--- src/shared/hecr_defs.vh ---
`ifndef HECR_DEFS_VH
`define HECR_DEFS_VH

// System register selectors
`define HECR_SEL_W              2
`define HECR_SEL_DBGEVT         2'h0
`define HECR_SEL_RETPC          2'h1
`define HECR_SEL_SAVSTAT        2'h2
`define HECR_SEL_HYPSTAT        2'h3

// Debug event-enable layout
`define HECR_DEE_HOST_BIT       8
`define HECR_DEE_WMASK          32'h0000_01FF
`define HECR_DEE_RESET          32'h0000_0000

// Saved status layout
`define HECR_SS_UM_BIT          30
`define HECR_SS_MASK_HI         25
`define HECR_SS_MASK_LO         20
`define HECR_SS_CU_MSB_BIT      18
`define HECR_SS_WMASK           32'h43F7_80FF
`define HECR_SS_RESET           32'h0000_0020

// Hypervisor status word layout
`define HECR_HS_GM_BIT          31
`define HECR_HS_PID_HI          10
`define HECR_HS_PID_LO          8

`endif

--- src/verilog/hecr_top.v ---
`timescale 1ns/10ps
`include "hecr_defs.vh"

// What this block does
// - Enable register gates breakpoint events when enabled
// - Disabled: contents kept, no event influence
// - Load/store access needs no debug privilege
// - Bit 8 allows host mode events
// - Bits 7..0 allow events per partition
// - Host context registers exist only when enabled
// - Host registers use original privilege checks
// - Acknowledge saves interrupted or next PC
// - Return forces loaded PC bit 0 low
// - Acknowledge copies host status into save
// - Saved status field layout fixed
// - Reset: bit 5 set, others zero
// - Priority mask zero unless extended levels
// - Top coprocessor bit always reads zero
// - Guest flag bit 31, zero when disabled
// - Partition id bits 10..8, zero when disabled
module hecr_top #(
    parameter PID_W = 3
) (
    input  wire                   REF_CLK_IN,
    input  wire                   RST_N_IN,
    input  wire                   HYP_ENABLE_IN,
    input  wire                   GUEST_MODE_IN,
    input  wire [PID_W-1:0]       PARTITION_ID_IN,
    input  wire                   EXT_PRIO_LEVELS_IN,
    input  wire                   PRIV_OK_IN,
    input  wire                   SR_WR_IN,
    input  wire                   SR_RD_IN,
    input  wire [`HECR_SEL_W-1:0] SR_SEL_IN,
    input  wire [31:0]            SR_WDATA_IN,
    input  wire                   EXC_ACK_IN,
    input  wire [31:0]            EXC_PC_IN,
    input  wire [31:0]            HOST_STATUS_IN,
    output reg  [31:0]            SR_RDATA_OUT,
    output wire                   SR_UNDEF_OUT,
    output wire                   SR_PRIV_ERR_OUT,
    output wire [31:0]            RETURN_PC_OUT,
    output wire [31:0]            RESTORE_STATUS_OUT,
    output wire                   BRK_EVENT_ALLOW_OUT
);

    localparam GUEST_N = 1 << PID_W;

    reg  [31:0]        debug_event_enable_reg;
    reg  [31:0]        debug_event_enable_next;
    reg  [31:0]        host_maskable_return_pc_reg;
    reg  [31:0]        host_maskable_return_pc_next;
    reg  [31:0]        host_maskable_saved_status_reg;
    reg  [31:0]        host_maskable_saved_status_next;
    reg  [31:0]        rdata_next;
    reg                brk_allow_next;
    wire               sel_dbgevt;
    wire               sel_retpc;
    wire               sel_savstat;
    wire               sel_hypstat;
    wire               host_sel;
    wire               sel_undef;
    wire               access;
    wire               wr_ok;
    wire               wr_dbgevt;
    wire               wr_retpc;
    wire               wr_savstat;
    wire               save_host;
    wire [31:0]        status_wdata;
    wire [31:0]        status_save;
    wire [31:0]        hyper_status_word;
    wire               guest_mode_flag;
    wire [PID_W-1:0]   partition_id;
    wire               host_event_allow;
    wire [GUEST_N-1:0] guest_part_event_allow;
    wire [GUEST_N-1:0] guest_hit;
    wire               guest_event_allow;

    // Selector decode
    assign sel_dbgevt  = (SR_SEL_IN == `HECR_SEL_DBGEVT);
    assign sel_retpc   = (SR_SEL_IN == `HECR_SEL_RETPC);
    assign sel_savstat = (SR_SEL_IN == `HECR_SEL_SAVSTAT);
    assign sel_hypstat = (SR_SEL_IN == `HECR_SEL_HYPSTAT);
    assign host_sel    = sel_retpc || sel_savstat;
    assign access      = SR_WR_IN || SR_RD_IN;

    // Host context only exists with virtualization on
    assign sel_undef       = !HYP_ENABLE_IN && (host_sel || sel_dbgevt);
    assign SR_UNDEF_OUT    = access && sel_undef;
    // Debug enables skip privilege; host copies inherit the caller's check
    assign SR_PRIV_ERR_OUT = SR_WR_IN && host_sel && HYP_ENABLE_IN && !PRIV_OK_IN;
    assign wr_ok           = SR_WR_IN && !sel_undef;
    assign wr_dbgevt       = wr_ok && sel_dbgevt;
    assign wr_retpc        = wr_ok && sel_retpc && PRIV_OK_IN;
    assign wr_savstat      = wr_ok && sel_savstat && PRIV_OK_IN;

    // Priority mask only holds nonzero with extended levels; CU top bit tied low
    function [31:0] fix_status;
        input [31:0] v;
        input        extended_priority_levels;
        begin
            fix_status = v & `HECR_SS_WMASK;
            fix_status[`HECR_SS_CU_MSB_BIT] = 1'b0;
            if (!extended_priority_levels) begin
                fix_status[`HECR_SS_MASK_HI:`HECR_SS_MASK_LO] = 6'h00;
            end
        end
    endfunction

    assign save_host    = EXC_ACK_IN && HYP_ENABLE_IN && !GUEST_MODE_IN;
    assign status_wdata = fix_status(SR_WDATA_IN, EXT_PRIO_LEVELS_IN);
    assign status_save  = fix_status(HOST_STATUS_IN, EXT_PRIO_LEVELS_IN);

    // Mode and partition read as zero when virtualization is off
    assign guest_mode_flag   = HYP_ENABLE_IN && GUEST_MODE_IN;
    assign partition_id      = HYP_ENABLE_IN ? PARTITION_ID_IN : {PID_W{1'b0}};
    assign hyper_status_word = {guest_mode_flag, 20'h0_0000, partition_id, 8'h00};

    // Disabling does not clear the enables; they just stop acting
    always @* begin
        debug_event_enable_next = debug_event_enable_reg;
        if (wr_dbgevt) begin
            debug_event_enable_next = SR_WDATA_IN & `HECR_DEE_WMASK;
        end
    end

    always @(posedge REF_CLK_IN or negedge RST_N_IN) begin
        if (!RST_N_IN) begin
            debug_event_enable_reg <= `HECR_DEE_RESET;
        end else begin
            debug_event_enable_reg <= debug_event_enable_next;
        end
    end

    // Exception save wins over a same-cycle software write
    always @* begin
        host_maskable_return_pc_next = host_maskable_return_pc_reg;
        if (save_host) begin
            host_maskable_return_pc_next = EXC_PC_IN;
        end else if (wr_retpc) begin
            host_maskable_return_pc_next = SR_WDATA_IN;
        end
    end

    always @* begin
        host_maskable_saved_status_next = host_maskable_saved_status_reg;
        if (save_host) begin
            host_maskable_saved_status_next = status_save;
        end else if (wr_savstat) begin
            host_maskable_saved_status_next = status_wdata;
        end else if (!EXT_PRIO_LEVELS_IN) begin
            host_maskable_saved_status_next[`HECR_SS_MASK_HI:`HECR_SS_MASK_LO] = 6'h00;
        end
    end

    // One process so the pair can never split
    always @(posedge REF_CLK_IN or negedge RST_N_IN) begin
        if (!RST_N_IN) begin
            host_maskable_return_pc_reg    <= 32'h0000_0000;
            host_maskable_saved_status_reg <= `HECR_SS_RESET;
        end else begin
            host_maskable_return_pc_reg    <= host_maskable_return_pc_next;
            host_maskable_saved_status_reg <= host_maskable_saved_status_next;
        end
    end

    // One compare per partition keeps the select shallow
    genvar g;
    generate
        for (g = 0; g < GUEST_N; g = g + 1) begin : g_guest
            localparam [PID_W-1:0] PID_G = g;
            assign guest_hit[g] = guest_part_event_allow[g] && (PARTITION_ID_IN == PID_G);
        end
    endgenerate

    assign host_event_allow       = debug_event_enable_reg[`HECR_DEE_HOST_BIT];
    assign guest_part_event_allow = debug_event_enable_reg[GUEST_N-1:0];
    assign guest_event_allow      = |guest_hit;

    // Off: always allow, the enables have no say
    always @* begin
        brk_allow_next = 1'b1;
        if (HYP_ENABLE_IN) begin
            if (GUEST_MODE_IN) begin
                brk_allow_next = guest_event_allow;
            end else begin
                brk_allow_next = host_event_allow;
            end
        end
    end

    always @* begin
        rdata_next = 32'h0000_0000;
        if (sel_undef) begin
            rdata_next = 32'h0000_0000;
        end else if (sel_dbgevt) begin
            rdata_next = debug_event_enable_reg;
        end else if (sel_retpc) begin
            rdata_next = host_maskable_return_pc_reg;
        end else if (sel_savstat) begin
            rdata_next = host_maskable_saved_status_reg;
        end else if (sel_hypstat) begin
            rdata_next = hyper_status_word;
        end
    end

    always @(posedge REF_CLK_IN or negedge RST_N_IN) begin
        if (!RST_N_IN) begin
            SR_RDATA_OUT <= 32'h0000_0000;
        end else if (SR_RD_IN) begin
            SR_RDATA_OUT <= rdata_next;
        end
    end

    // Stored bit 0 may be 1; the fetch path never sees it
    assign RETURN_PC_OUT      = {host_maskable_return_pc_reg[31:1], 1'b0};
    assign RESTORE_STATUS_OUT = host_maskable_saved_status_reg;

    assign BRK_EVENT_ALLOW_OUT = brk_allow_next;

endmodule // hecr_top

--- config.mk ---
export PLATFORM = sky130hd
export DESIGN_NAME = hecr_top
export DESIGN_NICKNAME = d
export VERILOG_FILES = /design/src/verilog/hecr_top.v
export VERILOG_INCLUDE_DIRS = /design/src /design/src/shared
export SDC_FILE = /design/constraint.sdc
export NUM_CORES = 1
export LEC_CHECK = 0
export ABC_AREA = 0
export BUFFER_PORTS_ARGS = -buffer_cell sky130_fd_sc_hd__buf_2
export CORE_UTILIZATION = 48
export DETAILED_ROUTE_END_ITERATION = 16
export GPL_TIMING_DRIVEN = 0
export PLACE_DENSITY = 0.81
export SETUP_SLACK_MARGIN = 0.15
export SKIP_LAST_GASP = 1
export SLEW_MARGIN = 10
export SYNTH_ARGS = -nofsm -noshare
export SYNTH_HDL_FRONTEND = slang
export SYNTH_SLANG_ARGS = --single-unit
export TNS_END_PERCENT = 20
--- constraint.sdc ---
create_clock -name REF_CLK_IN -period 1.7 [get_ports REF_CLK_IN]
set_input_delay 0.255 -clock REF_CLK_IN [delete_from_list [all_inputs] [get_ports REF_CLK_IN]]
set_output_delay 0.255 -clock REF_CLK_IN [all_outputs]
set_load 0.05 [all_outputs]
== Yosys cells after proc, flatten, opt, wreduce, memory -nomap -nowiden ==
Cells that the tools add are included.
Cells by class
  equal/unequal tests: 11
  muxes and demuxes: 17
  reduce and logical (&&, ||, !) cells: 34
Operator list (count)
  $mux 32: 8
  $mux 6: 5
  $logic_and 1x1->1: 22
  $mux 20: 1
  $eq 3x3->1 const B: 4
  $reduce_or 8->1: 1
  $eq 3x2->1 const B: 2
  $eq 2x2->1 const B: 2
  $logic_not 1->1: 4
  $reduce_bool 2->1: 2
  $eq 3x1->1 const B: 1
  $logic_not 3->1: 1
  $logic_or 1x1->1: 3
  $mux 3: 1
  $ne 3x1->1 const B: 1
  $eq 2x1->1 const B: 1
  $logic_not 2->1: 1
  $mux 1: 2
Word-level totals
  output and inout port bits: 99
  flip-flop bits (word level): 105
  input bits: 110
  word-level logic and storage cells: 67

== Logic depth before layout (Yosys ltp) ==
  depth in word-level cells: 10
  mapped depth: 7
  gate-level depth less buffers: 5

== Least setup slack after synthesis ==
Ideal clock, no wire load.
  kind: input to output
  start point: input SR_SEL_IN[0]
  end point: output SR_UNDEF_OUT
  arrival: 1683 ps
  slack: -238 ps
  stages on the path: 3
  required time: 1445 ps
  buffers on the path: 1
  cell sequence: ha_1 -> buf_6 -> nor3_1
On the way
  longest elaborated chain between the ends: 5
  elaborated cells on any way between the ends: 7
  classes of those cells: eq/ne (2); reduce/logical (5)
RTL lines
  from (decl): line hecr_top.v:33  | input wire [`HECR_SEL_W-1:0] SR_SEL_IN,
  $eq 2x1->1 (no source line) or $eq 2x2->1 (tied branches)
  $logic_or 1x1->1: line hecr_top.v:83  | assign host_sel = sel_retpc || sel_savstat;
  $logic_or 1x1->1 (*): line hecr_top.v:87  | assign sel_undef = !HYP_ENABLE_IN && (host_sel || sel_dbgevt);
  $logic_and 1x1->1 (*): line hecr_top.v:87
  $logic_and 1x1->1 (*): line hecr_top.v:88  | assign SR_UNDEF_OUT = access && sel_undef;
  to (decl): line hecr_top.v:39  | output wire SR_UNDEF_OUT,
Every way passes the cells marked *; elsewhere a longest branch is shown, timed or not.

== Final worst setup path ==
  start point: register debug_event_enable_reg[6]
  end point: output BRK_EVENT_ALLOW_OUT
On the way
  longest elaborated chain between the ends: 4
RTL lines
  from (decl): line hecr_top.v:48  | reg [31:0] debug_event_enable_reg;
  from (signal assigned): line hecr_top.v:128  | debug_event_enable_reg <= `HECR_DEE_RESET;
  from (signal assigned): line hecr_top.v:130  | debug_event_enable_reg <= debug_event_enable_next;
  $logic_and 1x1->1: line hecr_top.v:171  | assign guest_hit[g] = guest_part_event_allow[g] && (PARTITION_ID_IN == PID_G);
  $reduce_or 8->1: line hecr_top.v:177  | assign guest_event_allow = |guest_hit;
  $mux 1: line hecr_top.v:183  | if (GUEST_MODE_IN) begin
  $mux 1: line hecr_top.v:182  | if (HYP_ENABLE_IN) begin
  to (decl): line hecr_top.v:43  | output wire BRK_EVENT_ALLOW_OUT
Every way passes these cells.

==> run metrics <==
run status finished, violations left; failing checks negative setup slack; H-tree levels 3; critical setup path kind reg2out; r2r worst-path depth 2; Critical-path top delay cell mux4_2; Worst Path Arrival ~1700 ps; # IOs approximately 210; drt initial violations about 220; Overall Power 6680 uW; final hold vios 0; syn avg cell area around 9.7 sq um; gp weighted congestion ~0.86; TritonCTS buffer count 9; Least-Margin Pin Slew 660 ps; later-pin clock latency in the skew report ~370 ps; die area between 0.01 and 0.015 sq mm; r2r endpoint SR_RDATA_OUT[1]; asr flop ratio synth 1.00; Initial Util 0.504; relative slew slack 0.560; gr usage total 0.287; Syn-to-layout area delta 29.7%; Final setup viols 1; fin area roughly 0.0062 sq mm; Final min period approximately 2000 ps; Hold EP host_maskable_return_pc_reg[27]; RSZ-0062 raised after global routing true; Core Region about 0.0094 sq mm; Critical Path Source debug_event_enable_reg[6]; WL/cell 17.7 um; CP top delay family multiplexers; vias in the first global route 4320; CP startpoint kind register; met2 Usage GRT 0.481; Post-DP Area 0.00589 sq mm; Final Skew between 15 and 20 ps; Final nets 812; Most Used Layer, Global Route met2; DR vias/cell ~5.4; CP Cell Sequence mux4_2, o22ai_2, o221ai_2, buf_6; Vert. Die Dim roughly 100 um; Ys Warns 0; Critical Path Fanout Max 2; fin worst setup slack -260 ps; post-DP HPWL about 11 mm; Residual DRC 0; Buf/Inv on CP 1; initial antenna violation count 1; met3 Use GR 0.0414; MaxCap Viol Count 0; Unique masters post-synth 44; R2R Setup Slk about 670 ps; Worst Setup End Kind primary output; routed vias roughly 4500; Max Root-Sink Buffers 2; Worst-path clk slew ~100 ps; share of cells above drive strength 1 0.434; fillers about 740; multi-input logic area 0.00194 sq mm; Pleak approximately 0.0032 uW; Post-Synthesis Cells 488; register area roughly 0.0023 sq mm; first-pass GRT wire length approximately 22 mm; overflow left after global routing 0; Critical R2R Launch host_maskable_return_pc_reg[1]; GR Util met1 0.374; number of flops mapped to enable cells by yosys 0; FP Rows 35; Hold WC Path Type in2reg; hold path cells 3; critical path's largest stage delay between 400 and 500 ps; largest net degree at the start of global routing between 40 and 50; Max Freq 510 MHz; hold path start SR_WDATA_IN[27]; Seq/Total Area, Yosys 0.480; drt first pass iters 5; fin crit share 1.15; Synth Register Bits 91; Post-DRT Antenna Nets 0; CTS tree yes; port buffer count 178; routed wire length 14.7 mm; Clock Sinks 91; Max Transition Viols Final 0; Worst EP required about 1400 ps; peak supply drop slightly above 0.6 mV; total negative slack -260 ps; Synth Cell Area between 0.004 and 0.005 sq mm; CTS root buffer clkbuf_8; Top FF cell, synth dfrtp_1; pwr/cell area approximately 1100 mW/mm^2; die width 101 um
==> cell type report <==
type	count	area share
Antenna cell	1	0.000406
Buffer	80	0.0894
Clock buffer	10	0.0207
Clock inverter	6	0.0110
Inverter	12	0.00732
Multi-Input combinational cell	319	0.316
Sequential cell	91	0.370
Tap cell	129	0.0262
Timing Repair Buffer	184	0.159
==> cells in the final DEF, fill, tap and decap left out, types with 2 or more instances in the layout <==
master      Yosys  routed
nand2_1       101     101
clkbuf_8        0       9
o2bb2ai_1       4       4
o21ai_0         7       7
clkinvlp_4      0       2
buf_2          15     191
a221o_1        10      10
inv_1          12      12
a22oi_1         3       3
o32ai_1         8       8
ha_1            5       5
a221oi_1        9       9
a22o_1         10      10
nor2b_1        12      12
clkinv_4        0       2
dfrtp_1        90      90
nor2_1         45      45
buf_4          52      56
conb_1          1      15
clkbuf_1        6       6
clkbuf_2        0       2
buf_6           4       5
a31oi_1        50      50
and2b_2         9       9
mux2_2         11      11
==> routing by layer <==
metal / up-vias / part of all wire
met2: 233 / 0.49
met5: - / 0
met3: 30 / 0.067
met1: 2205 / 0.41
met4: 0 / 0.028
li1: 2066 / -
==> logic make-up (layout without fill, tap and decap cells) <==
family / count (synthesis) / after routing / synth area share
buf+inv: 92 / 292 / 0.125
other cells: 1 / 16 / 0.000790
mux: 12 / 12 / 0.0308
flops: 91 / 91 / 0.480
compound gates: 109 / 109 / 0.181
fa+ha+maj: 5 / 5 / 0.0132
simple gates: 178 / 178 / 0.169
==> synthesized netlist by cell type, types with 2 or more instances <==
cell | count | area (sq um)
buf_2 | 15 | 75.1
a22oi_1 | 3 | 22.5
a221oi_1 | 9 | 78.8
and2b_2 | 9 | 78.8
nor2b_1 | 12 | 75.1
mux2_2 | 11 | 124
o2bb2ai_1 | 4 | 35.0
o21ai_0 | 7 | 35.0
buf_6 | 4 | 45.0
o32ai_1 | 8 | 70.1
a31oi_1 | 50 | 313
a22o_1 | 10 | 87.6
buf_4 | 52 | 390
ha_1 | 5 | 62.6
buf_1 | 2 | 7.51
dfrtp_1 | 90 | 2250
nand2_1 | 101 | 379
inv_1 | 12 | 45.0
nor2_1 | 45 | 169
a221o_1 | 10 | 100
clkbuf_1 | 6 | 22.5
==> worst max-delay path by stage <==
| stage | end | cells past startpoint |
|---|---|---|
| 5_1_grt | BRK_EVENT_ALLOW_OUT | 4 |
| 2_1_floorplan | BRK_EVENT_ALLOW_OUT | 3 |
| 6_report | BRK_EVENT_ALLOW_OUT | 4 |
| 3_5_place_dp | SR_RDATA_OUT[22] | 7 |
| 4_1_cts | BRK_EVENT_ALLOW_OUT | 4 |
| 3_3_place_gp | SR_RDATA_OUT[5] | 1 |
==> timing repair <==
action / in CTS / in global routing
pin swaps: 1 / 0
buffers inserted: 2 / 2
gates resized for setup: 4 / 3
setup endpoints to repair: 1 / 18
endpoints found under the hold margin: 45 / 0
gates cloned: 0 / 0
hold buffers: 1 / 0
==> worst min-delay path: cells and delay by family <==
family / cells / cell delay [ps]
buffers and inverters: 1 / 100
AO/OA/AOI/OAI: 1 / 70
AND/OR/NAND/NOR: 1 / 50
==> report_power, final <==
group	leakage (uW)	switching, uW	internal [uW]	total (uW)
clock	0.0000925	798	683	1480
sequential	0.00112	266	2490	2750
combinational	0.00196	1650	794	2440
total	0.00318	2720	3960	6680
==> stage by stage <==
stage | utilization | std cells | hold slack (ps) | worst slack [ps]
2_1_floorplan | - | 502 | -40.6 | -8.12
3_3_place_gp | 0.622 | 809 | 479 | -406
3_5_place_dp | 0.625 | 810 | 302 | -214
4_1_cts | 0.650 | 829 | 128 | -268
5_1_grt | 0.654 | 832 | 147 | -307
6_report | 0.654 | 832 | 130 | -260
Note: power is estimated with default switching activity, not from simulation.
